$ cat src/far_pkg.sv
// shared constants and types of the fault auto restart controller
package far_pkg;
  // clock and time bases
  localparam int CLK_KHZ = 125000;
  localparam int TICK_MS = 100;
  localparam int TICK_CYCLES = CLK_KHZ * TICK_MS;
  localparam int RIDE_MS = 15;
  localparam int RIDE_CYCLES = CLK_KHZ * RIDE_MS;
  localparam int TRIPFREE_S = 60;
  localparam logic [9:0] TRIPFREE_TICKS = 10'(TRIPFREE_S * 1000 / TICK_MS);
  // register byte offsets
  localparam logic [5:0] OFS_CTRL = 6'h00;
  localparam logic [5:0] OFS_LIMIT = 6'h04;
  localparam logic [5:0] OFS_WAIT = 6'h08;
  localparam logic [5:0] OFS_INHIBIT = 6'h0c;
  localparam logic [5:0] OFS_CURRENT = 6'h10;
  localparam logic [5:0] OFS_PGAIN = 6'h14;
  localparam logic [5:0] OFS_IGAIN = 6'h18;
  localparam logic [5:0] OFS_SEL = 6'h1c;
  localparam logic [5:0] OFS_STATUS = 6'h20;
  localparam logic [5:0] OFS_IRQ_STAT = 6'h24;
  localparam logic [5:0] OFS_IRQ_MASK = 6'h28;
  // reset values and ranges
  localparam logic RST_EN = 1'b0;
  localparam logic [3:0] RST_LIMIT = 4'h0;
  localparam logic [3:0] MAX_LIMIT = 4'ha;
  localparam logic [9:0] RST_WAIT = 10'h00a;
  localparam logic [9:0] RST_INHIBIT = 10'h00a;
  localparam logic [9:0] MAX_TIME = 10'h258;
  localparam logic [7:0] RST_CURRENT = 8'h96;
  localparam logic [7:0] MIN_CURRENT = 8'h50;
  localparam logic [7:0] MAX_CURRENT = 8'hc8;
  localparam logic [13:0] RST_PGAIN = 14'h0064;
  localparam logic [13:0] RST_IGAIN = 14'h00c8;
  localparam logic [13:0] MAX_GAIN = 14'h270f;
  localparam logic [3:0] RST_SEL = 4'h0;
  // interrupt bit positions
  localparam int IRQ_TRIP = 0;
  localparam int IRQ_RESTART = 1;
  localparam int IRQ_LOCKOUT = 2;
  localparam int IRQ_UNDERVOLT = 3;
  localparam int IRQ_REFILL = 4;
  // axi responses
  localparam logic [1:0] RESP_OKAY = 2'h0;
  localparam logic [1:0] RESP_SLVERR = 2'h2;
  // trip causes
  localparam logic [2:0] CAUSE_OVERCURRENT = 3'h0;
  localparam logic [2:0] CAUSE_OVERLOAD = 3'h1;
  localparam logic [2:0] CAUSE_OTHER = 3'h2;
  localparam logic [2:0] CAUSE_UNDERVOLT = 3'h3;
  localparam logic [2:0] CAUSE_ESTOP = 3'h4;
  localparam logic [2:0] CAUSE_OVERHEAT = 3'h5;
  localparam logic [2:0] CAUSE_HWDIAG = 3'h6;

  typedef enum logic [4:0] {
    ST_RUN = 5'h01,
    ST_TRIP = 5'h02,
    ST_WAIT = 5'h04,
    ST_BLOCK = 5'h08,
    ST_SEARCH = 5'h10
  } far_state_type;
endpackage

$ cat src/far_tick_if.sv
// tick link between the controller and its time base
`timescale 1ns/1ps
`default_nettype none
interface far_tick_if;
  logic tick;
  logic sync_clr;
  modport gen (input sync_clr, output tick);
  modport use_side (output sync_clr, input tick);
endinterface
`default_nettype wire

$ cat src/far_timebase.sv
// 0.1 s tick divider for the restart timers
`timescale 1ns/1ps
`default_nettype none
module far_timebase #(
  parameter int CYCLES = far_pkg::TICK_CYCLES
) (
  input wire logic clk,
  input wire logic srst,
  far_tick_if.gen tb
);
  typedef struct packed {
    logic [31:0] cnt;
    logic tick;
  } far_tb_type;
  far_tb_type s_r, s_nxt;

  // restart the divider on clear so each phase starts a full period
  always_comb begin
    s_nxt = s_r;
    s_nxt.tick = 1'b0;
    if (tb.sync_clr) begin
      s_nxt.cnt = 32'h0;
    end else if (s_r.cnt == 32'(CYCLES - 1)) begin
      s_nxt.cnt = 32'h0;
      s_nxt.tick = 1'b1;
    end else begin
      s_nxt.cnt = s_r.cnt + 32'h1;
    end
  end

  always_ff @(posedge clk) begin
    if (srst) begin
      s_r <= '0;
    end else begin
      s_r <= s_nxt;
    end
  end

  assign tb.tick = s_r.tick;

  tick_spacing_a: assert property (@(posedge clk) disable iff (srst)
    s_r.tick |-> s_r.cnt == 32'h0)
    else $error("tick not aligned to divider wrap");
endmodule // far_timebase
`default_nettype wire

$ cat src/far_restart.sv
// fault trip auto restart controller with axi4-lite registers
// How it works
// - restarts happen only while the restart enable bit is one; the code checks it only at the trip, not while a restart runs.
// - after a trip the block waits the programmed retry time first.
// - each restart takes one from the retry count; at zero none follow.
// - the retry limit takes 0 to 10, default 0.
// - 60 s without a trip after a restart gives back one retry, up to the limit.
// - undervoltage, emergency stop, overheat and diagnosis trips never restart.
// - each restart runs through the speed search with its own settings.
// - the output stays blocked for the inhibit time before the search.
// - the search start current takes 80 to 200 percent, default 150.
// - proportional gain 0 to 9999 default 100, integral 0 to 9999 default 200.
// - the search selection is four independent bits.
// - power loss up to 15 ms rides through; longer gives undervoltage.
//
// The implementer's own choices: register access over AXI4-Lite and the register offsets.
`timescale 1ns/1ps
`default_nettype none
module far_restart #(
  parameter int TICK_CYCLES = far_pkg::TICK_CYCLES,
  parameter int RIDE_CYCLES = far_pkg::RIDE_CYCLES
) (
  input wire logic clk,
  input wire logic srst,
  input wire logic [5:0] s_axi_awaddr,
  input wire logic s_axi_awvalid,
  output logic s_axi_awready,
  input wire logic [31:0] s_axi_wdata,
  input wire logic [3:0] s_axi_wstrb,
  input wire logic s_axi_wvalid,
  output logic s_axi_wready,
  output logic [1:0] s_axi_bresp,
  output logic s_axi_bvalid,
  input wire logic s_axi_bready,
  input wire logic [5:0] s_axi_araddr,
  input wire logic s_axi_arvalid,
  output logic s_axi_arready,
  output logic [31:0] s_axi_rdata,
  output logic [1:0] s_axi_rresp,
  output logic s_axi_rvalid,
  input wire logic s_axi_rready,
  input wire logic trip_valid,
  input wire logic [2:0] trip_cause,
  input wire logic emergency_stop_input,
  input wire logic power_ok,
  input wire logic fault_reset,
  input wire logic search_done,
  output logic drive_run,
  output logic output_block,
  output logic tripped,
  output logic search_start,
  output logic [7:0] search_current,
  output logic [13:0] search_pgain,
  output logic [13:0] search_igain,
  output logic [3:0] search_select,
  output logic irq
);
  typedef struct packed {
    far_pkg::far_state_type st;
    logic [3:0] count;
    logic [9:0] ticks;
    logic [9:0] good_ticks;
    logic good_run;
    logic [31:0] ride;
    logic start_p;
    logic [2:0] cause;
    logic en;
    logic [3:0] limit;
    logic [9:0] wait_t;
    logic [9:0] inhibit;
    logic [7:0] cur;
    logic [13:0] pg;
    logic [13:0] ig;
    logic [3:0] sel;
    logic [4:0] ist;
    logic [4:0] imask;
    logic aw_h;
    logic [5:0] awaddr;
    logic w_h;
    logic [31:0] wdata;
    logic [3:0] wstrb;
    logic bvalid;
    logic [1:0] bresp;
    logic rvalid;
    logic [31:0] rdata;
    logic [1:0] rresp;
  } far_regs_type;

  far_regs_type s_r, s_nxt;
  far_tick_if tb_if ();

  far_timebase #(.CYCLES(TICK_CYCLES)) u_tb (
    .clk(clk),
    .srst(srst),
    .tb(tb_if.gen)
  );

  // merge write strobes into the old value
  function automatic logic [31:0] far_strb(input logic [31:0] old,
      input logic [31:0] dat, input logic [3:0] strb);
    logic [31:0] r;
    r = old;
    for (int i = 0; i < 4; i++) begin
      if (strb[i]) begin
        r[i*8 +: 8] = dat[i*8 +: 8];
      end
    end
    return r;
  endfunction

  // clip a setting into its legal range
  function automatic logic [15:0] far_clamp(input logic [15:0] v,
      input logic [15:0] lo, input logic [15:0] hi);
    if (v < lo) begin
      return lo;
    end else if (v > hi) begin
      return hi;
    end
    return v;
  endfunction

  // causes that must never lead to a restart
  function automatic logic far_restartable(input logic [2:0] c);
    return !(c == far_pkg::CAUSE_UNDERVOLT || c == far_pkg::CAUSE_ESTOP ||
      c == far_pkg::CAUSE_OVERHEAT || c == far_pkg::CAUSE_HWDIAG);
  endfunction

  logic uv_fire, trip_ev, wr_go, ar_go;
  logic [2:0] cause_now;
  logic [4:0] ist_set, ist_clr;
  logic [31:0] wr_old, wr_val;

  // trip sources: a long power loss and the stop input outrank the stage
  always_comb begin
    uv_fire = !power_ok && s_r.ride == 32'(RIDE_CYCLES - 1);
    trip_ev = trip_valid || emergency_stop_input || uv_fire;
    if (uv_fire) begin
      cause_now = far_pkg::CAUSE_UNDERVOLT;
    end else if (emergency_stop_input) begin
      cause_now = far_pkg::CAUSE_ESTOP;
    end else begin
      cause_now = trip_cause;
    end
    wr_go = s_r.aw_h && s_r.w_h && !s_r.bvalid;
    ar_go = s_axi_arvalid && !s_r.rvalid;
  end

  // old value of the addressed register, for strobe merging
  always_comb begin
    case (s_r.awaddr)
      far_pkg::OFS_CTRL: wr_old = {31'h0, s_r.en};
      far_pkg::OFS_LIMIT: wr_old = {28'h0, s_r.limit};
      far_pkg::OFS_WAIT: wr_old = {22'h0, s_r.wait_t};
      far_pkg::OFS_INHIBIT: wr_old = {22'h0, s_r.inhibit};
      far_pkg::OFS_CURRENT: wr_old = {24'h0, s_r.cur};
      far_pkg::OFS_PGAIN: wr_old = {18'h0, s_r.pg};
      far_pkg::OFS_IGAIN: wr_old = {18'h0, s_r.ig};
      far_pkg::OFS_SEL: wr_old = {28'h0, s_r.sel};
      far_pkg::OFS_IRQ_MASK: wr_old = {27'h0, s_r.imask};
      default: wr_old = 32'h0;
    endcase
    wr_val = far_strb(wr_old, s_r.wdata, s_r.wstrb);
  end

  always_comb begin
    s_nxt = s_r;
    s_nxt.start_p = 1'b0;
    ist_set = 5'h0;
    ist_clr = 5'h0;
    // power-loss ride-through counter, saturating at the trip point
    if (power_ok) begin
      s_nxt.ride = 32'h0;
    end else if (!uv_fire) begin
      s_nxt.ride = s_r.ride + 32'h1;
    end
    if (uv_fire) begin
      ist_set[far_pkg::IRQ_UNDERVOLT] = 1'b1;
    end

    // restart sequencer
    if (trip_ev && s_r.st != far_pkg::ST_TRIP) begin
      ist_set[far_pkg::IRQ_TRIP] = 1'b1;
      s_nxt.cause = cause_now;
      s_nxt.ticks = 10'h0;
      s_nxt.good_run = 1'b0;
      if (s_r.en && far_restartable(cause_now) &&
          s_r.count != 4'h0) begin
        s_nxt.st = far_pkg::ST_WAIT;
      end else begin
        s_nxt.st = far_pkg::ST_TRIP;
        ist_set[far_pkg::IRQ_LOCKOUT] = 1'b1;
      end
    end else begin
      case (s_r.st)
        far_pkg::ST_TRIP: begin
          // only an outside fault reset leaves the tripped state
          if (fault_reset) begin
            s_nxt.st = far_pkg::ST_RUN;
            s_nxt.count = s_r.limit;
          end
        end
        far_pkg::ST_WAIT: begin
          if (s_r.ticks >= s_r.wait_t) begin
            s_nxt.st = far_pkg::ST_BLOCK;
            s_nxt.ticks = 10'h0;
            s_nxt.count = s_r.count - 4'h1;
            ist_set[far_pkg::IRQ_RESTART] = 1'b1;
          end else if (tb_if.tick) begin
            s_nxt.ticks = s_r.ticks + 10'h1;
          end
        end
        far_pkg::ST_BLOCK: begin
          if (s_r.ticks >= s_r.inhibit) begin
            s_nxt.st = far_pkg::ST_SEARCH;
            s_nxt.start_p = 1'b1;
          end else if (tb_if.tick) begin
            s_nxt.ticks = s_r.ticks + 10'h1;
          end
        end
        far_pkg::ST_SEARCH: begin
          if (search_done) begin
            s_nxt.st = far_pkg::ST_RUN;
            s_nxt.good_run = 1'b1;
            s_nxt.good_ticks = 10'h0;
          end
        end
        far_pkg::ST_RUN: begin
          // trip-free interval gives back retries one at a time
          if (s_r.good_run && tb_if.tick) begin
            if (s_r.good_ticks + 10'h1 >= far_pkg::TRIPFREE_TICKS) begin
              s_nxt.good_ticks = 10'h0;
              if (s_r.count < s_r.limit) begin
                s_nxt.count = s_r.count + 4'h1;
                ist_set[far_pkg::IRQ_REFILL] = 1'b1;
              end
              s_nxt.good_run = (s_r.count + 4'h1) < s_r.limit;
            end else begin
              s_nxt.good_ticks = s_r.good_ticks + 10'h1;
            end
          end
        end
        default: s_nxt.st = far_pkg::ST_TRIP;
      endcase
    end

    // axi write channel: address and data taken in either order
    if (s_axi_awvalid && !s_r.aw_h && !s_r.bvalid) begin
      s_nxt.aw_h = 1'b1;
      s_nxt.awaddr = {s_axi_awaddr[5:2], 2'h0};
    end
    if (s_axi_wvalid && !s_r.w_h && !s_r.bvalid) begin
      s_nxt.w_h = 1'b1;
      s_nxt.wdata = s_axi_wdata;
      s_nxt.wstrb = s_axi_wstrb;
    end
    if (s_r.bvalid && s_axi_bready) begin
      s_nxt.bvalid = 1'b0;
    end
    if (wr_go) begin
      s_nxt.aw_h = 1'b0;
      s_nxt.w_h = 1'b0;
      s_nxt.bvalid = 1'b1;
      s_nxt.bresp = far_pkg::RESP_OKAY;
      // out-of-range settings are clipped, not refused
      case (s_r.awaddr)
        far_pkg::OFS_CTRL: s_nxt.en = wr_val[0];
        far_pkg::OFS_LIMIT: begin
          s_nxt.limit = 4'(far_clamp({12'h0, wr_val[3:0]}, 16'h0,
            {12'h0, far_pkg::MAX_LIMIT}));
          // clip against the count as it ends this cycle, so a fault
          // reset or refill landing in the same cycle cannot overshoot
          if (s_nxt.count > s_nxt.limit) begin
            s_nxt.count = s_nxt.limit;
          end
        end
        far_pkg::OFS_WAIT: s_nxt.wait_t = 10'(far_clamp(wr_val[15:0], 16'h0,
          {6'h0, far_pkg::MAX_TIME}));
        far_pkg::OFS_INHIBIT: s_nxt.inhibit = 10'(far_clamp(wr_val[15:0],
          16'h0, {6'h0, far_pkg::MAX_TIME}));
        far_pkg::OFS_CURRENT: s_nxt.cur = 8'(far_clamp(wr_val[15:0],
          {8'h0, far_pkg::MIN_CURRENT}, {8'h0, far_pkg::MAX_CURRENT}));
        far_pkg::OFS_PGAIN: s_nxt.pg = 14'(far_clamp(wr_val[15:0], 16'h0,
          {2'h0, far_pkg::MAX_GAIN}));
        far_pkg::OFS_IGAIN: s_nxt.ig = 14'(far_clamp(wr_val[15:0], 16'h0,
          {2'h0, far_pkg::MAX_GAIN}));
        far_pkg::OFS_SEL: s_nxt.sel = wr_val[3:0];
        far_pkg::OFS_STATUS: ;
        far_pkg::OFS_IRQ_STAT: ist_clr = s_r.wdata[4:0] & {5{s_r.wstrb[0]}};
        far_pkg::OFS_IRQ_MASK: s_nxt.imask = wr_val[4:0];
        default: s_nxt.bresp = far_pkg::RESP_SLVERR;
      endcase
    end
    // a new event in the clearing cycle survives the clear
    s_nxt.ist = (s_r.ist & ~ist_clr) | ist_set;

    // axi read channel
    if (s_r.rvalid && s_axi_rready) begin
      s_nxt.rvalid = 1'b0;
    end
    if (ar_go) begin
      s_nxt.rvalid = 1'b1;
      s_nxt.rresp = far_pkg::RESP_OKAY;
      case ({s_axi_araddr[5:2], 2'h0})
        far_pkg::OFS_CTRL: s_nxt.rdata = {31'h0, s_r.en};
        far_pkg::OFS_LIMIT: s_nxt.rdata = {28'h0, s_r.limit};
        far_pkg::OFS_WAIT: s_nxt.rdata = {22'h0, s_r.wait_t};
        far_pkg::OFS_INHIBIT: s_nxt.rdata = {22'h0, s_r.inhibit};
        far_pkg::OFS_CURRENT: s_nxt.rdata = {24'h0, s_r.cur};
        far_pkg::OFS_PGAIN: s_nxt.rdata = {18'h0, s_r.pg};
        far_pkg::OFS_IGAIN: s_nxt.rdata = {18'h0, s_r.ig};
        far_pkg::OFS_SEL: s_nxt.rdata = {28'h0, s_r.sel};
        far_pkg::OFS_STATUS: s_nxt.rdata = {19'h0, s_r.st, 1'b0, s_r.cause,
          s_r.count};
        far_pkg::OFS_IRQ_STAT: s_nxt.rdata = {27'h0, s_r.ist};
        far_pkg::OFS_IRQ_MASK: s_nxt.rdata = {27'h0, s_r.imask};
        default: begin
          s_nxt.rdata = 32'h0;
          s_nxt.rresp = far_pkg::RESP_SLVERR;
        end
      endcase
    end
  end

  // state register; retry budget starts at the default limit of zero
  always_ff @(posedge clk) begin
    if (srst) begin
      s_r <= '0;
      s_r.st <= far_pkg::ST_RUN;
      s_r.en <= far_pkg::RST_EN;
      s_r.limit <= far_pkg::RST_LIMIT;
      s_r.count <= far_pkg::RST_LIMIT;
      s_r.wait_t <= far_pkg::RST_WAIT;
      s_r.inhibit <= far_pkg::RST_INHIBIT;
      s_r.cur <= far_pkg::RST_CURRENT;
      s_r.pg <= far_pkg::RST_PGAIN;
      s_r.ig <= far_pkg::RST_IGAIN;
      s_r.sel <= far_pkg::RST_SEL;
    end else begin
      s_r <= s_nxt;
    end
  end

  // divider restarts on every state change so timing begins on entry
  assign tb_if.sync_clr = s_nxt.st != s_r.st;

  // outputs
  assign s_axi_awready = !s_r.aw_h && !s_r.bvalid;
  assign s_axi_wready = !s_r.w_h && !s_r.bvalid;
  assign s_axi_bvalid = s_r.bvalid;
  assign s_axi_bresp = s_r.bresp;
  assign s_axi_arready = !s_r.rvalid;
  assign s_axi_rvalid = s_r.rvalid;
  assign s_axi_rdata = s_r.rdata;
  assign s_axi_rresp = s_r.rresp;
  assign drive_run = s_r.st == far_pkg::ST_RUN ||
    s_r.st == far_pkg::ST_SEARCH;
  assign output_block = !drive_run;
  assign tripped = s_r.st == far_pkg::ST_TRIP;
  assign search_start = s_r.start_p;
  assign search_current = s_r.cur;
  assign search_pgain = s_r.pg;
  assign search_igain = s_r.ig;
  assign search_select = s_r.sel;
  assign irq = |(s_r.ist & s_r.imask);

  // checks
  no_enable_a: assert property (@(posedge clk) disable iff (srst)
    trip_ev && !s_r.en && !tripped |=> tripped)
    else $error("restart without enable");
  wait_hold_a: assert property (@(posedge clk) disable iff (srst)
    s_r.st == far_pkg::ST_WAIT && !trip_ev && s_r.ticks < s_r.wait_t
    |=> s_r.st == far_pkg::ST_WAIT)
    else $error("wait left early");
  count_dec_a: assert property (@(posedge clk) disable iff (srst)
    s_r.st == far_pkg::ST_WAIT ##1 s_r.st == far_pkg::ST_BLOCK
    |-> s_r.count == $past(s_r.count) - 4'h1)
    else $error("retry count not decremented");
  limit_range_a: assert property (@(posedge clk) disable iff (srst)
    s_r.limit <= far_pkg::MAX_LIMIT && s_r.count <= s_r.limit)
    else $error("retry count out of range");
  excluded_cause_a: assert property (@(posedge clk) disable iff (srst)
    trip_ev && !tripped && !far_restartable(cause_now) |=> tripped)
    else $error("excluded trip restarted");
  search_kick_a: assert property (@(posedge clk) disable iff (srst)
    $rose(s_r.st == far_pkg::ST_SEARCH) |-> search_start
    ##1 !search_start)
    else $error("search start not a single pulse");
  block_out_a: assert property (@(posedge clk) disable iff (srst)
    s_r.st == far_pkg::ST_BLOCK |-> output_block && !drive_run)
    else $error("output not blocked");
  setting_range_a: assert property (@(posedge clk) disable iff (srst)
    s_r.cur >= far_pkg::MIN_CURRENT && s_r.cur <= far_pkg::MAX_CURRENT &&
    s_r.pg <= far_pkg::MAX_GAIN && s_r.ig <= far_pkg::MAX_GAIN)
    else $error("search setting out of range");
  ride_through_a: assert property (@(posedge clk) disable iff (srst)
    uv_fire |-> $past(!power_ok) && s_r.ride == 32'(RIDE_CYCLES - 1))
    else $error("undervoltage before ride-through time");
  lockout_a: assert property (@(posedge clk) disable iff (srst)
    tripped && !fault_reset |=> tripped)
    else $error("tripped state left without fault reset");
  tick_step_a: assert property (@(posedge clk) disable iff (srst)
    s_r.st == far_pkg::ST_WAIT && !tb_if.tick && !trip_ev &&
    s_r.ticks < s_r.wait_t |=> $stable(s_r.ticks))
    else $error("wait counter moved without a tick");
  restart_seen_c: cover property (@(posedge clk) disable iff (srst)
    s_r.st == far_pkg::ST_SEARCH ##1 s_r.st == far_pkg::ST_RUN);
  lockout_seen_c: cover property (@(posedge clk) disable iff (srst)
    $rose(tripped) && s_r.count == 4'h0);
  refill_seen_c: cover property (@(posedge clk) disable iff (srst)
    ist_set[far_pkg::IRQ_REFILL]);
endmodule // far_restart
`default_nettype wire

$ cat config.mk
export PLATFORM = sky130hd
export DESIGN_NAME = far_restart
export DESIGN_NICKNAME = d
export VERILOG_FILES = /design/src/far_pkg.sv /design/src/far_tick_if.sv /design/src/far_timebase.sv /design/src/far_restart.sv
export SDC_FILE = /design/constraint.sdc
export NUM_CORES = 1
export LEC_CHECK = 0
export BUFFER_PORTS_ARGS = -buffer_cell sky130_fd_sc_hd__buf_2
export CAP_MARGIN = 20
export CORE_MARGIN = 8
export CORE_UTILIZATION = 35
export DETAILED_ROUTE_END_ITERATION = 8
export GPL_ROUTABILITY_DRIVEN = 0
export PLACE_DENSITY_LB_ADDON = 0.15
export SYNTH_ARGS = -nofsm -noshare
export SYNTH_HDL_FRONTEND = slang
export SYNTH_SLANG_ARGS = --single-unit
$ cat constraint.sdc
create_clock -name clk -period 3.5 [get_ports clk]
set_input_delay 0.7 -clock clk [delete_from_list [all_inputs] [get_ports clk]]
set_output_delay 0.7 -clock clk [all_outputs]
set_load 0.005 [all_outputs]
# Word-level counts from Yosys, hierarchy flattened

Index checks and enable logic that the tools add are counted.

Flip-flop bits (word level): 236
Input port bits: 63
Output and inout bits: 86
Logic and storage cells: 235

$add $sub $neg: 6
Magnitude comparators: 12
Equality and inequality tests: 37
Multiplexer cells: 86
Bitwise gates (word level): 7
Reduce and logical (&&, ||, !) cells: 57

Operator list:

| cell                  | count |
|---|---|
| $pmux 14 s11          | 1 |
| $pmux 14 s9           | 1 |
| $mux 10               | 8 |
| $add 32x1->32 const B | 2 |
| $mux 14               | 4 |
| $mux 4                | 11 |
| $mux 8                | 5 |
| $mux 1                | 36 |
| $mux 35               | 1 |
| $eq 32x21->1 const B  | 1 |
| $eq 32x24->1 const B  | 1 |
| $eq 4x3->1 const B    | 8 |
| $mux 5                | 5 |
| $pmux 5 s5            | 1 |
| $eq 4x4->1 const B    | 6 |
| $mux 11               | 2 |
| $pmux 11 s2           | 1 |
| $reduce_or 11->1      | 2 |
| $add 10x1->10 const B | 2 |
| $ge 10x10->1          | 2 |
| $pmux 10 s2           | 1 |
| $reduce_and 2->1      | 10 |
| $mux 9                | 2 |
| $eq 4x2->1 const B    | 4 |
| other kinds (40)      | 88 |

# Depth between registers and ports, before layout

Depth in word-level cells: 14
Mapped depth: 17
Depth with buffers taken out: 16

# Hierarchy

From an unflattened synthesis, not the netlist that was laid out.

Cell total of the unflattened synthesis: 1567
Area total of the unflattened synthesis: 12680.9 µm²

By module, submodules not included:

| module       | times used | cells an instance | area an instance (µm²) | seq. area each (µm²) |
|---|---|---|---|---|
| far_restart  | 1          | 1387              | 11091.9                | 3663.5 |
| far_timebase | 1          | 180               | 1589.0                 | 660.6 |

# Least setup slack after synthesis

OpenSTA, ideal clock, no wires.

Path type: register to register
From: register s_r[194] in the netlist's numbering
To: register s_r[215] in the netlist's numbering
Setup time: 0.091 ns
Arrival: 3.466 ns
Data required time: 3.409 ns
Setup slack: -0.057 ns
Cell stages (with the launch flop): 17
Buffers on the path: 1
Period minus slack after synthesis: 3.557 ns
Cell sequence: dfxtp_1 -> ha_1 -> nand3_1 -> or2_2 -> clkbuf_1 -> a31oi_1 -> nor4_4 -> and3_1 -> o21ai_0 -> nand2_1 -> ha_1 -> nor2b_1 -> o21a_1 -> o21a_1 -> o211ai_1 -> nor2_1 -> a311oi_1

Cells in the longest elaborated chain, start to end: 10

RTL lines:

| what                   | RTL line           | RTL |
|---|---|---|
| start, declared        | far_restart.sv:89  | `far_regs_type s_r, s_nxt;` |
| start signal, assigned | far_restart.sv:339 | `s_r <= s_nxt;` |
| $add 10x1->10 *        | far_restart.sv:230 | `if (s_r.good_ticks + 10'h1 >= far_pkg::TRIPFREE_TICKS) begin` |
| $ge 10x10->1 *         | far_restart.sv:230 |  |
| $mux 4 *               | far_restart.sv:230 |  |
| $mux 4 *               | far_restart.sv:229 | `if (s_r.good_run && tb_if.tick) begin` |
| $pmux 4 s3 *           | far_restart.sv:194 | `case (s_r.st)` |
| $mux 4 *               | far_restart.sv:181 | `if (trip_ev && s_r.st != far_pkg::ST_TRIP) begin` |
| $gt 4x4->1             | far_restart.sv:272 | `if (s_nxt.count > s_nxt.limit) begin` |
| $mux 4                 | far_restart.sv:272 |  |
| $mux 4                 | far_restart.sv:265 | `case (s_r.awaddr)` |
| $mux 4 *               | far_restart.sv:259 | `if (wr_go) begin` |

Every way passes the cells marked *; elsewhere a longest branch is shown, timed or not.
A chain may end at the register's enable or synchronous reset.

# Final worst setup path

From: register s_r[194] in the netlist's numbering
To: register s_r[217] in the netlist's numbering

The elaborated chain is that of the path after synthesis.

==> results.yml <==
finish:
  area.growth.synth_to_final_pct: 17.5
  post-route-util_pct: 41.6
  antenna_cells: 0
  nFillCells: 3666
  layout-drive-gt1-share_pct: 19.0
  nets: 1783
synth:
  synth_top_cell_by_area: "dfxtp_1"
  yosysWarnings: 0
  synth-simple-area-share_pct: 24.7
  synth_flop_cell: "dfxtp_1"
  synthXorXnorAreaFrac_pct: 5.17
  ys_seq_area_share_pct: 34.5
  synth_top_area_share_pct: 34.5
  synth-seq-cells: 216
  synth_top_family_by_area: "simple AND/OR/NAND/NOR gates"
  synthArstFlopShare_pct: 0
  synth_edf_count: 0
  yosys.cell_count.top_type: "nor2_1"
  synth_cells: 1571
  synth.distinct_cells: 93
  muxShareOfSynthArea_pct: 2.42
  syn_area_per_cell_um2: 7.98
  ys_top_cells_by_count: "nor2_1, dfxtp_1, nand2_1"
  synthAdderAreaFrac_pct: 3.69
  netlist_top_cells_area: "dfxtp_1, nor2_1, buf_4"
  synth_compound_area_share_pct: 20.6
  synth_area_mm2: 0.0125
floorplanning:
  dieArea_mm2: 0.0421
  rows: 69
  die_w_um: 205
  pin_count: 149
  initial_core_util_pct: 35.4
  die_h_um: 205
  coreArea_mm2: 0.0354
clock_tree:
  cts_max_level: 1
  cts_root_buffer: "clkbuf_16"
  cts_max_path_buffers: 3
  cts_sinks: 216
  hold_buffers: 0
  path_clk_slew_ps: 60
  numCtsBuffers: 27
  cts_tree: "done"
  clk_latency_ps: 540
sta:
  tightest_slew_ps: 906
  finalSetupViolCount: 0
  period_minus_slack_ps: 3390
  fin_skew_ps: 9.85
  slew_headroom_pct: 39.6
  hold_ws_ps: 347
  period_share_pct: 97.0
  finalHoldViolCount: 0
  rsz0062_at_grt: "yes"
  slew_viol_final: 0
  setup_ws_ps: 107
  timing.fmax_mhz: 295
place:
  post-place-ws_ps: -174
  io_buffer_count: 106
  hpwl_mm: 32.0
global_routing:
  grt_pass1_wl_mm: 65.2
  grt_max_degree: 65
  grt_pass1_vias: 11100
  grt_use_total_pct: 19.4
  antenna_found_initial: 0
  grt-ovfl-total: 0
drt:
  drc_errors: 0
  wl_per_cell_um: 19.5
  drt_iter0_markers: 910
  antenna_left: 0
  vias: 11800
  drt_pass1_iterations: 6
  viasPerCell: 5.45
  wirelength_mm: 42.2
setup_path:
  cp_top_family: "simple AND/OR/NAND/NOR gates"
  criticalPathCategory: "reg -> reg"
  arrival_ps: 3840
  endpoint_kind: "register"
  r2r_setup_slack_ps: 110
  critical_path.cell_chain: "buf_6 > nand4_1 > buf_4 > nor3_2 > or3_4 > a31oi_4 > nor4_4 > buf_4 > and3_4 > o21ai_4 > nand2_2 > ha_4 > nor2b_1 > o21a_1 > o21a_1 > o211ai_1 > buf_4 > or3_1 > o31ai_2"
  cp_data_required_time_ps: 3940
  crit_buf_inv: 4
  max_stage_delay_ps: 350
  startpoint_type: "register"
  path_common_cell: "buf_4"
  cpMaxStageDelayCell: "or3_4"
  worst-path-max-fanout: 7
pwr:
  vdd_drop_max_uv: 324
  power_density_mw_per_mm2: 412
  finalPower_uw: 6070
  p_leak_uw: 0.00558
min_path:
  hp-class: "in -> reg"
run:
  maxCapViolations: 0
run_status:
  status: "completed"
## worst reg2reg max path: stages, from the launching register on
cell and delay (ps):
dfxtp_2 330, buf_6 120, nand4_1 200, buf_4 160, nor3_2 40, or3_4 350, a31oi_4 210, nor4_4 50
buf_4 180, and3_4 190, o21ai_4 130, nand2_2 80, ha_4 270, nor2b_1 120, o21a_1 130, o21a_1 120
o211ai_1 80, buf_4 190, or3_1 320, o31ai_2 70
## per-stage QoR
stage / TNS [ps] / instance area, um2 / instances
floorplan: 0 / 12600 / 1590
global placement: -196 / 13600 / 2108
detailed placement: -484 / 13600 / 2108
CTS: 0 / 14600 / 2160
global route: -87.9 / 14700 / 2163
finish: 0 / 14700 / 2163
## cell families (layout without fill, tap and decap cells)
group | count (synthesis) | in the layout
simple gates | 634 | 634
compound gates | 374 | 374
flops | 216 | 216
buf+inv | 208 | 320
xor+xnor | 74 | 74
fa+ha+maj | 37 | 37
mux | 27 | 27
other cells | 1 | 20
## worst paths after layout
kind	to	depth (start not counted)	start
max	s_r[217]	19	s_r[194]
min reg2reg	u_tb.s_r[1]	1	u_tb.s_r[1]
min	s_axi_rvalid	2	s_axi_rready
max reg2reg	s_r[217]	19	s_r[194]
## cell usage in the layout, fill, tap and decap left out, drive strengths merged, types with 7 or more instances in the layout
master,count
and3,16
conb,20
ha,37
a211oi,23
nand4,28
a32oi,8
nor2b,19
a22o,17
nand2,149
xor2,48
inv,48
nand3b,12
a31oi,24
a32o,8
nor2,218
nand3,50
mux2i,19
a311oi,8
buf,223
nor4,14
dfxtp,216
nand2b,20
a222oi,7
or3,14
clkbuf,41
o21ai,76
nor3,40
a21oi,93
and2,12
xnor2,26
nor3b,10
a22oi,26
or4,8
o31ai,19
or2,7
## sequential cells by signal (all words and copies together), names as in the netlist, 4 cells and up
| name | cells |
|---|---|
| s_axi_rdata | 14 |
| s_r | 124 |
| search_current | 8 |
| search_igain | 14 |
| search_pgain | 14 |
| search_select | 4 |
| u_tb.s_r | 32 |
## cell type report
cell class,instances,area (um2),share of cell area (%)
Timing Repair Buffer,223,1420,9.63
Sequential cell,216,4330,29.4
Tap cell,461,577,3.92
Inverter,49,184,1.25
Clock inverter,7,138,0.934
Multi-Input combinational cell,1166,7280,49.4
Clock buffer,41,798,5.42
## report_power, final
part / leakage (uW) / switching [uW] / internal [uW]
clock network: 0.000456 / 1090 / 1850
logic: 0.00337 / 377 / 209
registers: 0.00175 / 43.8 / 2500
total: 0.00558 / 1510 / 4560
## repair_timing
item / in CTS / in global routing
pin swaps: 2 / 6
buffers inserted: 4 / 4
endpoints found under the setup margin: 4 / 4
gates resized for setup: 7 / 27
## metal layers
metal	track usage, %	vias to the layer above	part of all wire [%]
met5	0	-	0
met2	31.4	387	46
met1	26.2	5538	45
li1	-	5774	-
met4	6.69	0	3.4
met3	2.31	79	6.1
(Power assumes the default switching activity.)
